--- src/shared/pld_test_pkg.sv ---
// constants and types for the macrocell test-access block
// assumes one 100 MHz clock and an asynchronous active-low reset
package pld_test_pkg;
  localparam int unsigned NUM_CELLS          = 8;
  localparam int unsigned CLK_PERIOD_NS      = 10;
  localparam int unsigned CLEAR_INTERVAL_US  = 10;
  // longest time, rounded down to whole cycles
  localparam int unsigned CLEAR_CYCLES       =
    (CLEAR_INTERVAL_US * 1000) / CLK_PERIOD_NS;
  localparam int unsigned CLEAR_CNT_W        = 11;
  localparam logic [NUM_CELLS-1:0] REG_RESET = 8'h00;

  typedef enum logic [1:0] {
    ST_CLEAR  = 2'b00,
    ST_NORMAL = 2'b01,
    ST_LOAD   = 2'b10,
    ST_SHOW   = 2'b11
  } test_state_e;
endpackage : pld_test_pkg

--- src/shared/cell_bus_if.sv ---
// bundle between the control module and the register array
// assumes both ends run on the same clock
`timescale 1ns/1ps
interface cell_bus_if #(parameter int unsigned N = 8);
  logic         clear;     // synchronous clear of all cells
  logic         load;      // preload strobe
  logic [N-1:0] load_val;  // preload values from the pins
  logic [N-1:0] d;         // product-term next values
  logic [N-1:0] q;         // stored register contents
  modport ctrl (output clear, output load, output load_val, output d,
                input q);
  modport cells (input clear, input load, input load_val, input d,
                 output q);
endinterface : cell_bus_if

--- src/rtl/pld_test_port.sv ---
// power-up clear, preload and observe around the macrocell registers
// assumes test pins arrive from a tester asynchronously; product terms
// and async terms are same-clock logic from the array outside
//
// How it works
// - power-up clears every flip-flop to zero
// - pin level follows programmed output polarity outside test modes
// - clear finishes within ten microseconds
// - preload loads flip-flops from I/O pins
// - observe overrides enables, turns buffers on
// - observe shows pin and buried registers
// - async reset/preset acts, may overwrite preload
// - test modes force combinational cells registered
// - combinational outputs recover after test
`timescale 1ns/1ps
module pld_test_port
  import pld_test_pkg::*;
#(
  parameter int unsigned N            = NUM_CELLS,
  parameter int unsigned CLEAR_CYCLES_P = CLEAR_CYCLES
) (
  input  wire logic         clk_i,         // 100 MHz clock
  input  wire logic         reset_n_i,     // power-on reset, active low
  input  wire logic         test_en_i,     // tester asserts test mode
  input  wire logic         preload_i,     // 1 preload, 0 observe
  input  wire logic [N-1:0] pin_in_i,      // I/O pin input levels
  input  wire logic [N-1:0] pt_d_i,        // product-term next values
  input  wire logic [N-1:0] comb_val_i,    // combinational results
  input  wire logic [N-1:0] oe_prog_i,     // programmed output enables
  input  wire logic [N-1:0] invert_i,      // programmed output polarity
  input  wire logic [N-1:0] is_comb_i,     // cell set combinational
  input  wire logic [N-1:0] ar_i,          // async reset terms
  input  wire logic [N-1:0] ap_i,          // async preset terms
  output logic      [N-1:0] pin_out_o,     // pin output levels
  output logic      [N-1:0] pin_oe_n_o,    // pin enable, low drives
  output logic      [N-1:0] reg_q_o,       // register feedback
  output logic              ready_o        // power-up clear finished
);
  cell_bus_if #(.N(N)) bus ();

  // two-stage synchronisers for tester pins
  logic [N+1:0] sync1;
  logic [N+1:0] sync2;
  logic         test_en;
  logic         preload;
  logic [N-1:0] pins;

  always_ff @(posedge clk_i or negedge reset_n_i) begin
    if (!reset_n_i) begin
      sync1 <= '0;
      sync2 <= '0;
    end else begin
      sync1 <= {test_en_i, preload_i, pin_in_i};
      sync2 <= sync1;
    end
  end
  assign test_en = sync2[N+1];
  assign preload = sync2[N];
  assign pins    = sync2[N-1:0];

  // state and clear counter
  test_state_e            state;
  test_state_e            next_state;
  logic [CLEAR_CNT_W-1:0] cnt;
  logic [CLEAR_CNT_W-1:0] next_cnt;

  // clear runs a fixed count after reset release, no external input
  always_comb begin
    next_state = state;
    next_cnt   = cnt;
    case (state)
      ST_CLEAR: begin
        if (cnt >= CLEAR_CNT_W'(CLEAR_CYCLES_P - 1)) begin
          next_state = ST_NORMAL;
        end else begin
          next_cnt = cnt + 1'b1;
        end
      end
      ST_NORMAL, ST_LOAD, ST_SHOW: begin
        if (!test_en) begin
          next_state = ST_NORMAL;
        end else if (preload) begin
          next_state = ST_LOAD;
        end else begin
          next_state = ST_SHOW;
        end
      end
      default: next_state = ST_CLEAR;
    endcase
  end

  always_ff @(posedge clk_i or negedge reset_n_i) begin
    if (!reset_n_i) begin
      state <= ST_CLEAR;
      cnt   <= '0;
    end else begin
      state <= next_state;
      cnt   <= next_cnt;
    end
  end

  logic in_test;
  assign in_test = (state == ST_LOAD) || (state == ST_SHOW);

  // drive register array; product terms held at zero during test
  assign bus.clear    = (state == ST_CLEAR);
  assign bus.load     = (state == ST_LOAD);
  assign bus.load_val = pins;
  assign bus.d        = in_test ? '0 : pt_d_i;

  cell_regs #(.N(N)) u_regs (
    .clk_i     (clk_i),
    .reset_n_i (reset_n_i),
    .ar_i      (ar_i),
    .ap_i      (ap_i),
    .bus       (bus)
  );

  // pin outputs registered; polarity applied before the register
  logic [N-1:0] pin_out;
  logic [N-1:0] next_pin_out;
  logic [N-1:0] oe_n;
  logic [N-1:0] next_oe_n;

  always_comb begin
    next_pin_out = '0;
    next_oe_n    = '1;
    for (int i = 0; i < N; i++) begin
      if (state == ST_SHOW) begin
        next_pin_out[i] = bus.q[i];
        next_oe_n[i]    = 1'b0;
      end else if (state == ST_LOAD) begin
        next_pin_out[i] = 1'b0;  // pins are inputs while loading
        next_oe_n[i]    = 1'b1;
      end else begin
        // combinational cells recompute once test ends
        next_pin_out[i] = (is_comb_i[i] ? comb_val_i[i] : bus.q[i])
                          ^ invert_i[i];
        next_oe_n[i]    = ~oe_prog_i[i];
      end
    end
  end

  always_ff @(posedge clk_i or negedge reset_n_i) begin
    if (!reset_n_i) begin
      pin_out <= '0;
      oe_n    <= '1;
    end else begin
      pin_out <= next_pin_out;
      oe_n    <= next_oe_n;
    end
  end

  assign pin_out_o  = pin_out;
  assign pin_oe_n_o = oe_n;
  assign reg_q_o    = bus.q;
  assign ready_o    = (state != ST_CLEAR);  // clock-low wait is system's

  // cycles since reset release, counted apart from cnt so the clear
  // deadline is held against elapsed time, not the counter that ends it
  logic [CLEAR_CNT_W:0] up_cycles;
  logic [CLEAR_CNT_W:0] next_up_cycles;

  // saturates once the top bit sets, well past any clear interval
  always_comb begin
    next_up_cycles = up_cycles;
    if (!up_cycles[CLEAR_CNT_W]) begin
      next_up_cycles = up_cycles + 1'b1;
    end
  end

  always_ff @(posedge clk_i or negedge reset_n_i) begin
    if (!reset_n_i) begin
      up_cycles <= '0;
    end else begin
      up_cycles <= next_up_cycles;
    end
  end

  // checks sit beside the state machine and pin registers they guard
  AST_CLEAR_BOUND: assert property (
    @(posedge clk_i) disable iff (!reset_n_i)
    (state == ST_CLEAR) |-> (cnt < CLEAR_CNT_W'(CLEAR_CYCLES_P)))
    else $error("power-up clear overran its interval");
  AST_CLEAR_DEADLINE: assert property (
    @(posedge clk_i) disable iff (!reset_n_i)
    (up_cycles >= {1'b0, CLEAR_CNT_W'(CLEAR_CYCLES_P)})
      |-> (state != ST_CLEAR))
    else $error("power-up clear outlasted its interval");
  AST_CLEAR_EXIT: assert property (
    @(posedge clk_i) disable iff (!reset_n_i)
    (state == ST_CLEAR && cnt == CLEAR_CNT_W'(CLEAR_CYCLES_P - 1))
      |=> (state == ST_NORMAL))
    else $error("power-up clear did not end on time");
  AST_OBSERVE_DRIVE: assert property (
    @(posedge clk_i) disable iff (!reset_n_i)
    (state == ST_SHOW) |=> (oe_n == '0))
    else $error("observe did not enable all buffers");
  AST_SHOW_ENTRY: assert property (
    @(posedge clk_i) disable iff (!reset_n_i)
    (test_en && !preload && state != ST_CLEAR) |=> (state == ST_SHOW))
    else $error("observe request not taken");
  AST_OBSERVE_DATA: assert property (
    @(posedge clk_i) disable iff (!reset_n_i)
    (state == ST_SHOW) |=> (pin_out == $past(bus.q)))
    else $error("observed pins differ from registers");
  AST_POLARITY: assert property (
    @(posedge clk_i) disable iff (!reset_n_i)
    (state == ST_NORMAL && is_comb_i == '0)
      |=> (pin_out == ($past(bus.q) ^ $past(invert_i))))
    else $error("output polarity not applied");
  AST_PRELOAD: assert property (
    @(posedge clk_i) disable iff (!reset_n_i)
    (state == ST_LOAD && ar_i == '0 && ap_i == '0)
      |=> (bus.q == $past(pins)))
    else $error("preload did not load pin values");
  AST_LOAD_ENTRY: assert property (
    @(posedge clk_i) disable iff (!reset_n_i)
    (test_en && preload && state != ST_CLEAR) |=> (state == ST_LOAD))
    else $error("preload request not taken");
  AST_LOAD_FLOAT: assert property (
    @(posedge clk_i) disable iff (!reset_n_i)
    (state == ST_LOAD) |=> (oe_n == '1))
    else $error("pins driven while preloading");
  AST_PT_ZERO: assert property (
    @(posedge clk_i) disable iff (!reset_n_i)
    (state == ST_SHOW && ap_i == '0) |=> (bus.q == '0))
    else $error("product terms not forced low in test");
  AST_MODE_GATE: assert property (
    @(posedge clk_i) disable iff (!reset_n_i)
    (!test_en && state != ST_CLEAR) |=> (state == ST_NORMAL))
    else $error("test mode held without tester request");
  AST_NORMAL_OE: assert property (
    @(posedge clk_i) disable iff (!reset_n_i)
    (state == ST_NORMAL) |=> (oe_n == ~$past(oe_prog_i)))
    else $error("programmed enables not followed");
  AST_COMB_BACK: assert property (
    @(posedge clk_i) disable iff (!reset_n_i)
    ($past(in_test) && state == ST_NORMAL)
      |=> (pin_out == ((($past(is_comb_i) & $past(comb_val_i))
        | (~$past(is_comb_i) & $past(bus.q))) ^ $past(invert_i))))
    else $error("combinational output not restored");
endmodule : pld_test_port

--- src/rtl/cell_regs.sv ---
// macrocell flip-flop array with clear, preload and async reset/preset
// assumes async terms already decoded from the stored contents
`timescale 1ns/1ps
module cell_regs
  import pld_test_pkg::*;
#(
  parameter int unsigned N = NUM_CELLS
) (
  input  wire logic         clk_i,      // system clock
  input  wire logic         reset_n_i,  // async reset, active low
  input  wire logic [N-1:0] ar_i,       // per-cell async reset term
  input  wire logic [N-1:0] ap_i,       // per-cell async preset term
  cell_bus_if.cells         bus         // control side
);
  logic [N-1:0] q;
  logic [N-1:0] next_q;

  // async terms override preload; priority clear, reset, preset, load
  always_comb begin
    next_q = q;
    if (bus.clear) begin
      next_q = '0;
    end else begin
      if (bus.load) begin
        next_q = bus.load_val;
      end else begin
        next_q = bus.d;
      end
      next_q = (next_q & ~ar_i) | (ap_i & ~ar_i);
    end
  end

  always_ff @(posedge clk_i or negedge reset_n_i) begin
    if (!reset_n_i) begin
      q <= REG_RESET;
    end else begin
      q <= next_q;
    end
  end

  assign bus.q = q;

  AST_CLEAR_ZERO: assert property (
    @(posedge clk_i) disable iff (!reset_n_i)
    bus.clear |=> (q == '0))
    else $error("clear did not zero cells");
  AST_ASYNC_WINS: assert property (
    @(posedge clk_i) disable iff (!reset_n_i)
    (!bus.clear && (ar_i != '0)) |=> ((q & $past(ar_i)) == '0))
    else $error("async reset term did not act");
endmodule : cell_regs

--- config.mk ---
export PLATFORM = sky130hd
export DESIGN_NAME = pld_test_port
export DESIGN_NICKNAME = d
export VERILOG_FILES = /design/src/shared/pld_test_pkg.sv /design/src/shared/cell_bus_if.sv /design/src/rtl/pld_test_port.sv /design/src/rtl/cell_regs.sv
export SDC_FILE = /design/constraint.sdc
export NUM_CORES = 1
export LEC_CHECK = 0
export BUFFER_PORTS_ARGS = -buffer_cell sky130_fd_sc_hd__clkbuf_2
export CORE_MARGIN = 2
export CORE_UTILIZATION = 40
export DETAILED_ROUTE_END_ITERATION = 8
export PLACE_DENSITY = 0.71
export SLEW_MARGIN = 20
export SYNTH_ARGS = -nofsm -noshare
export SYNTH_HDL_FRONTEND = slang
export SYNTH_SLANG_ARGS = --single-unit
--- constraint.sdc ---
create_clock -name clk_i -period 1.5 [get_ports clk_i]
set_clock_uncertainty 0.05 [all_clocks]
set_input_delay 0.15 -clock clk_i [delete_from_list [all_inputs] [get_ports clk_i]]
set_output_delay 0.15 -clock clk_i [all_outputs]
set_load 0.005 [all_outputs]
==> impl_metrics.json, run 1 <==
{
  "drc": 0,
  "required_ps": 1720,
  "hp-class": "input pin to flip-flop",
  "endpoint_kind": "flip-flop",
  "synth_area_mm2": 0.002310,
  "die_w_um": 79.99,
  "yosysTopAreaCellShare_pct": 53.09,
  "p_leak_nw": 1.693,
  "yosys_warnings": 0,
  "slowest_delay_ps": 520,
  "drv_slew": 0,
  "clkPwrFrac_pct": 45.7,
  "ant_nets": 0,
  "relSlewSlack_pct": 80.58,
  "yosysSeqAreaShare_pct": 62.19,
  "vias_per_cell": 4.708,
  "first_iter_violations": 105,
  "port_buffers": 92,
  "ys_top_cells_by_count": "dfrtp_1, o21ai_0, a21oi_1, nor2b_1, xor2_1",
  "fill_cells": 460,
  "synth-seq-cells": 57,
  "synth_edf_count": 0,
  "nNetsFinal": 413,
  "cts_tree": "done",
  "rsz0062_at_grt": "yes",
  "ys_types": 31,
  "antenna_found_initial": 0,
  "place.gp.congestion": 0.7447,
  "rows": 27,
  "syn_to_final_growth_pct": 52.28,
  "hold_viol": 0,
  "synth_nets": 273,
  "fmax_mhz": 644.5,
  "dieArea_mm2": 0.006398,
  "routed_wl_mm": 5.380,
  "cpMaxStageDelayCell": "or4b_4",
  "setup_tns_ps": -94.71,
  "p_sw_share_pct": 22.74,
  "die_h_um": 79.99,
  "synth_top_flop_cell": "dfrtp_1",
  "critPathArrivalTime_ps": 1770,
  "synth_top_area_cell": "dfrtp_1",
  "async_reset_ff_share_pct": 100.0,
  "min_period_ps": 1552,
  "path_max_fanout": 3,
  "cp-start-kind": "flip-flop",
  "setup_viol": 3,
  "core_area_mm2": 0.005540,
  "final_core_util_pct": 63.48,
  "dp_hpwl_mm": 3.749,
  "crit_chain": "or2_4, or4b_4, nor3_4, xor2_1",
  "initial_core_util_pct": 41.69,
  "p_switching_mw": 0.8021,
  "syn_inst": 204,
  "cts.sinks": 57,
  "seqPwrFrac_pct": 45.9,
  "drtPass1Iterations": 4,
  "grt_pass1_vias": 2071,
  "num_antenna_cells": 0,
  "critPathKind": "flip-flop to flip-flop",
  "wl_per_cell_um": 12.78,
  "clock_latency_ps": 340,
  "outcome": "complete, but fails checks",
  "vias": 1982,
  "finalWorstSetupSlack_ps": -51.53,
  "comb_power_share_pct": 8.4,
  "yosysMostFrequentCell": "dfrtp_1",
  "ioPinCount": 93,
  "cap_violations": 0,
  "grt_max_degree": 58,
  "violations": "setup timing",
  "grt_use_total_pct": 18.09,
  "drive_gt1_share_pct": 42.98,
  "grt_overflow_total": 0,
  "fin_crit_sh_pct": 103.4,
  "numCtsBuffers": 9,
  "cts_max_path_buffers": 2,
  "tightest_slew_ps": 291.2,
  "synthTopCellsByArea": "dfrtp_1, dfstp_2, o21ai_0",
  "root_buffer": "clkbuf_8",
  "powerDensity_mw_per_mm2": 1003,
  "grt_pass1_wl_mm": 8.659,
  "cts.clk_slew.worst_paths_ps": 70,
  "intPower_mw": 2.726,
  "irDropWorstVdd_mv": 0.8029,
  "syn_avg_cell_area_um2": 11.32,
  "ctsHtreeMaxLevel": 3
}
-- logic make-up after synthesis --
family	share of synthesized area, %
muxes	0.4875
adders and majority gates	0.5416
xor gates and xnor gates	5.688
buffers and inverters	2.004
and+or+nand+nor	13.60
DFF	62.19
AOI/OAI and AO/OA	15.49
-- timing repair --
action,in CTS,in global routing
hold buffers,27,0
setup endpoints to repair,7,16
buffers inserted,0,1
pin swaps,2,0
resized for setup,8,5
endpoints found under the hold margin,75,0
-- placed cells by master, fill, tap and decap left out, drive strengths merged, types with 2 or more instances in the layout --
cell,Yosys,routed
xnor2,3,3
buf,2,19
nand3,5,5
nor3,11,11
and2,4,4
nand2,4,4
bufinv,0,2
xor2,12,12
a22oi,8,8
dfrtp,49,49
dfstp,8,8
dlygate4sd3,0,27
a21oi,16,16
nor2,10,10
clkbuf,7,101
o21ai,35,35
nor2b,15,15
clkinv,0,3
o21bai,2,2
inv,1,2
-- per-stage QoR --
step | setup slack (ps) | instance area [um2] | power (mW) | std cells | hold slack, ps
detailed placement | -68.14 | 2965 | 1.890 | 377 | 129.0
CTS | -59.93 | 3491 | 3.558 | 420 | 73.94
floorplan | -154.0 | 2311 | 1.712 | 204 | -195.6
finish | -51.53 | 3517 | 3.528 | 421 | 81.03
global placement | -34.25 | 2965 | 1.883 | 377 | 125.0
global route | -97.67 | 3517 | 3.663 | 421 | 114.7
-- power by group through the flow --
stage	Sequential, mW	Combinational (mW)	Clock (mW)
after floorplan	1.65	0.0624	0
after CTS	1.62	0.299	1.64
after global routing	1.62	0.333	1.71
after detailed placement	1.65	0.243	0
final	1.62	0.297	1.61
after global placement	1.64	0.238	0
-- path summary, 6_finish.rpt --
path / from / end / slack [ps] / cells past startpoint
setup / recovery: state[1] / cnt[7] / -50 / 4
hold / removal: ap_i[4] / u_regs.bus.q[4] / 80 / 3
setup reg to reg: state[1] / cnt[7] / -50 / 4
hold reg to reg: sync1[1] / sync2[1] / 300 / 0
max in group asynchronous: reset_n_i / pin_oe_n_o[5] / 820 / 3
min in group asynchronous: reset_n_i / cnt[2] / 280 / 3
-- sequential cells by signal (all words and copies together), names as in the netlist --
signal	cells
cnt	11
sync1	10
sync2	10
pin_oe_n_o	8
pin_out_o	8
u_regs.bus.q	8
state	2
-- worst max-delay path: cells and delay by family (launching register included) --
family	cells	cell delay, ps
DFF	1	370
and+or+nand+nor	3	910
xor gates and xnor gates	1	150
-- final cells by class --
type | instances | area (um2) | share of cell area, %
flip-flops and latches | 57 | 1436 | 40.84
repair buffers | 138 | 885.9 | 25.19
multi-input cells | 137 | 874.6 | 24.87
clock buffers | 9 | 123.9 | 3.522
clock inverters | 7 | 102.6 | 2.917
well taps | 72 | 90.09 | 2.561
inverters | 1 | 3.754 | 0.1067
-- metal layers --
layer	GRT usage (%)	share of wire, %
met3	3.959	4.6
met1	20.56	42
met4	9.661	2.2
met5	0	0
met2	31.50	52
No activity file was read; power rests on OpenSTA's default activity.
==> inputs of run 2 (changes only) <==
- BUFFER_PORTS_ARGS: -buffer_cell sky130_fd_sc_hd__clkbuf_2 -> -buffer_cell sky130_fd_sc_hd__buf_2
- PLACE_DENSITY: 0.71 -> 0.74
- RECOVER_POWER: default -> 25
==> impl_metrics.json, run 2 (synthesis results as in run 1) <==
{
  "outcome": "complete, but fails checks",
  "violations": "setup timing",
  "num_antenna_cells": 0,
  "final_cells": 424,
  "hold_viol": 0,
  "fin_crit_sh_pct": 105.8,
  "cp-start-kind": "flip-flop",
  "hp-class": "input pin to flip-flop",
  "cts.clk_slew.worst_paths_ps": 70,
  "finalWorstSetupSlack_ps": -87.54,
  "setup_viol": 4,
  "rsz0062_at_grt": "yes",
  "final_common_cell": "buf_2",
  "fmax_mhz": 629.9,
  "path_max_fanout": 3,
  "cap_violations": 0,
  "grt_pass1_wl_mm": 9.128,
  "rows": 27,
  "clock_latency_ps": 320,
  "syn_to_final_growth_pct": 54.23,
  "cts_tree": "done",
  "relSlewSlack_pct": 59.05,
  "nNetsFinal": 416,
  "port_buffers": 92,
  "drc": 0,
  "busiest_layer": "met2",
  "ioPinCount": 93,
  "irDropWorstVdd_mv": 1.022,
  "powerDensity_mw_per_mm2": 980.1,
  "vias": 2015,
  "ctsHtreeMaxLevel": 3,
  "antenna_found_initial": 0,
  "first_iter_violations": 85,
  "critPathArrivalTime_ps": 1780,
  "critPathKind": "flip-flop to flip-flop",
  "dieArea_mm2": 0.006398,
  "required_ps": 1690,
  "endpoint_kind": "flip-flop",
  "met3_usage_pct": 4.186,
  "finalPower_mw": 3.491,
  "cts_max_path_buffers": 2,
  "core_area_mm2": 0.005540,
  "ant_nets": 0,
  "wl_per_cell_um": 13.43,
  "root_buffer": "clkbuf_8",
  "dpl.cell_count": 376,
  "vias_per_cell": 4.752,
  "grt_overflow_total": 0,
  "gr-usage-met1_pct": 22.72,
  "initial_core_util_pct": 41.69,
  "setup_tns_ps": -132.7,
  "die_h_um": 79.99,
  "final_core_util_pct": 64.30,
  "cts.sinks": 57,
  "drtPass1Iterations": 4,
  "grt_pass1_vias": 2041,
  "top_register": "cnt",
  "final_cell_mix": "buf_2, dfrtp_1, o21ai_0, dlygate4sd3_1, buf_4",
  "min_period_ps": 1588,
  "largest_reg_flops": 11,
  "numCtsBuffers": 9,
  "whs_ps": 93.65,
  "largestRegisters": "cnt x11, sync1 x10, sync2 x10",
  "drive_gt1_share_pct": 42.61,
  "place.gp.congestion": 0.8027,
  "dp_hpwl_mm": 3.862,
  "grt_use_total_pct": 18.89,
  "grt_use_met2_pct": 30.92,
  "drv_slew": 0,
  "routed_wl_mm": 5.695,
  "p_leak_nw": 1.705,
  "grt_max_degree": 23,
  "die_w_um": 79.99,
  "tightest_slew_ps": 614.3
}
## run 2: cell count changes in the layout (fill, tap and decap cells not counted), moves of 3 or more
cell / previous run / this run
buf_6: 0 / 3
clkinv_4: 3 / 0
buf_2: 0 / 90
clkbuf_2: 92 / 1
## run 2: path summary, 6_finish.rpt
kind | to | from | slack, ps | depth (start not counted)
max | cnt[7] | state[1] | -90 | 4
min | u_regs.bus.q[7] | ap_i[7] | 90 | 3
max reg2reg | cnt[7] | state[1] | -90 | 4
min reg2reg | sync2[8] | sync1[8] | 300 | 0
max in group asynchronous | sync1[1] | reset_n_i | 540 | 3
min in group asynchronous | sync1[6] | reset_n_i | 330 | 2
## run 2: repair_timing
| item | in CTS | in global routing |
|---|---|---|
| hold endpoints to repair | 37 | 0 |
| setup endpoints to repair | 18 | 16 |
| pin swaps | 4 | 8 |
| resized for setup | 6 | 12 |
| hold buffers | 27 | 0 |
| buffers inserted | 2 | 3 |
## run 2: cell type report
| cell class | instances | area (um2) |
|---|---|---|
| fill | 457 | 1978 |
| sequential | 57 | 1436 |
| timing repair buffer | 141 | 934.6 |
| multi-input combinational | 137 | 875.8 |
| clock buffer | 11 | 141.4 |
| tap | 72 | 90.09 |
| clock inverter | 5 | 80.08 |
| inverter | 1 | 3.754 |
## run 2: layer usage
metal,vias up,part of all wire (%)
li1,998,-
met1,945,42
met2,60,51
met3,12,4.3
met4,0,2.4
met5,-,0
## run 2: where the power goes
group | internal [mW] | total, mW | switching, mW
clock | 0.978 | 1.57 | 0.589
combinational | 0.181 | 0.307 | 0.126
sequential | 1.60 | 1.62 | 0.0134
## run 2: critical path, stage by stage, from the launching register on
cell     delay (ps)
dfrtp_1         380
or2_4           250
or4b_4          530
nor3_4          140
xor2_1          160
## run 2: metrics by stage
stage	area, um2	worst slack (ps)
after floorplan	2311	-154.0
after global placement	2970	-31.60
after detailed placement	2970	-67.67
after CTS	3498	-78.92
after global routing	3562	-139.7
final	3562	-87.54
==> inputs of run 3 (changes only) <==
- PLACE_DENSITY: 0.74 -> 0.71
- SYNTH_HIERARCHICAL: default -> 1
==> impl_metrics.json, run 3 <==
{
  "outcome": "complete, but fails checks",
  "violations": "setup timing",
  "rrSetupSlack_ps": -170,
  "fin_crit_sh_pct": 111.2,
  "core_area_mm2": 0.005540,
  "grt_pass1_wl_mm": 9.211,
  "p_leak_nw": 1.747,
  "die_w_um": 80.11,
  "final_core_util_pct": 65.51,
  "wl_per_cell_um": 14.13,
  "dp_hpwl_mm": 4.033,
  "place_area_mm2": 0.003018,
  "synth_edf_count": 0,
  "synth_top_area_cell": "dfrtp_1",
  "drtPass1Iterations": 5,
  "synthTopCellsByArea": "dfrtp_1, dfstp_2, xor2_1",
  "port_buffers": 92,
  "min_to": "u_regs/bus.q[1]",
  "final_common_cell": "buf_2",
  "numCtsBuffers": 9,
  "ys_types": 34,
  "antenna_found_initial": 0,
  "critPathArrivalTime_ps": 1860,
  "num_antenna_cells": 0,
  "min_period_ps": 1668,
  "synth_top_flop_cell": "dfrtp_1",
  "fmax_mhz": 599.5,
  "setup_viol": 6,
  "required_ps": 1700,
  "drt-met1-wl_mm": 2.336,
  "rsz0062_at_grt": "yes",
  "grt_pass1_vias": 2049,
  "holdPathStages": 3,
  "yosysMostFrequentCell": "dfrtp_1",
  "whs_ps": 16.83,
  "cts_max_path_buffers": 2,
  "grt_max_degree": 22,
  "tightest_slew_ps": 1174,
  "dpl.cell_count": 371,
  "hp-start": "ap_i[1]",
  "endpoint_kind": "flip-flop",
  "fill_cells": 429,
  "relSlewSlack_pct": 21.74,
  "finalPower_mw": 3.390,
  "top_register": "cnt",
  "cts.sinks": 57,
  "powerDensity_mw_per_mm2": 934.1,
  "largest_reg_flops": 11,
  "clock_latency_ps": 330,
  "nNetsFinal": 416,
  "wl_met2_mm": 3.108,
  "synth_nets": 263,
  "ant_nets": 0,
  "cts_tree": "done",
  "dieArea_mm2": 0.006418,
  "cp-start-kind": "flip-flop",
  "die_h_um": 80.11,
  "drc": 0,
  "top_layer": "met4",
  "syn_avg_cell_area_um2": 11.94,
  "final_cell_mix": "buf_2, dfrtp_1, dlygate4sd3_1, buf_4, o21ai_0",
  "crit-reg2reg-launch": "state[1]",
  "ys_top_cells_by_count": "dfrtp_1, o21ai_0, nor2_1, inv_1, xor2_1",
  "regToRegEndpoint": "cnt[4]",
  "wl_met3_um": 356,
  "ioPinCount": 93,
  "hp-class": "input pin to flip-flop",
  "root_buffer": "clkbuf_8",
  "hold_viol": 0,
  "drv_slew": 0,
  "finalWorstSetupSlack_ps": -168.1,
  "async_reset_ff_share_pct": 100.0,
  "yosysSeqAreaShare_pct": 61.99,
  "setup_tns_ps": -640.9,
  "drive_gt1_share_pct": 43.75,
  "path_max_fanout": 3,
  "cap_violations": 0,
  "final_cells": 424,
  "synth_area_mm2": 0.002317,
  "cts.clk_slew.worst_paths_ps": 70,
  "critPathKind": "flip-flop to flip-flop",
  "first_iter_violations": 99,
  "largestRegisters": "cnt x11, sync1 x10, sync2 x10",
  "irDropWorstVdd_mv": 0.8065,
  "r2r_cells": 4,
  "vias_per_cell": 4.830,
  "grt_overflow_total": 0,
  "initial_core_util_pct": 41.82,
  "routed_wl_mm": 5.992,
  "yosys_warnings": 6,
  "vias": 2048,
  "pre_cts_ws_ps": -147.1,
  "yosysTopAreaCellShare_pct": 52.92,
  "grt_use_total_pct": 19.56,
  "synth-seq-cells": 57,
  "stdcell_area_mm2": 0.003630,
  "ctsHtreeMaxLevel": 3,
  "place.gp.congestion": 0.8006,
  "rows": 27,
  "syn_to_final_growth_pct": 56.64,
  "syn_inst": 194
}
==> run 3: cell count changes in the layout (fill, tap and decap cells not counted), moves of 3 or more <==
cell	before	now
dlygate4sd3_1	27	33
a21oi_1	16	8
mux2i_1	0	8
o21ai_0	33	16
xnor2_1	3	6
inv_1	1	10
a211oi_1	0	8
nand3_1	5	2
nor2b_1	15	9
==> run 3: worst max-delay path: stages, from the launching register on <==
cell,delay [ps]
dfrtp_1,380
or4b_4,580
a311oi_4,260
buf_4,160
xor2_1,150
==> run 3: worst max-delay path by stage <==
stage,from,to,slack (ps),depth (start not counted)
3_5_place_dp,state[1],cnt[6],-150,4
3_3_place_gp,state[1],cnt[8],-110,4
4_1_cts,state[1],cnt[4],-160,4
2_1_floorplan,cnt[10],cnt[8],-90,4
6_report,state[1],cnt[4],-170,4
5_1_grt,state[1],cnt[8],-260,4
==> run 3: area by class of cell <==
class	instances	area, um2	share of cell area (%)
Clock buffer	10	137.6	3.792
Clock inverter	6	67.56	1.861
Inverter	11	42.54	1.172
Multi-Input combinational cell	118	843.3	23.23
Sequential cell	57	1436	39.57
Tap cell	72	90.09	2.482
Timing Repair Buffer	150	1012	27.89
==> run 3: what timing repair did <==
| item | 4_1_cts | 5_1_grt |
|---|---|---|
| setup endpoints to repair | 23 | 25 |
| hold buffers | 33 | 0 |
| hold endpoints to repair | 40 | 0 |
| gates cloned | 0 | 0 |
| resized for setup | 6 | 5 |
| pin swaps | 5 | 3 |
| setup buffers | 2 | 2 |
==> run 3: cells by family (layout without fill, tap and decap cells) <==
family                     after synthesis  in the layout  synth area share [%]
xor gates and xnor gates                16             16                 6.047
adders and majority gates                1              1                0.5399
and+or+nand+nor                         45             45                 10.37
muxes                                    9              9                 3.942
DFF                                     57             57                 61.99
AOI/OAI and AO/OA                       47             47                 13.39
buffers and inverters                   19            177                 3.725
==> run 3: where the power goes <==
| group | internal (mW) | switching (mW) |
|---|---|---|
| Sequential | 1.60 | 0.0160 |
| Combinational | 0.190 | 0.136 |
| Clock | 0.813 | 0.631 |
==> run 3: metal layers <==
layer	vias up	GRT usage, %
li1	982	-
met1	965	21.08
met2	83	33.17
met3	18	6.629
met4	0	11.53
met5	-	0
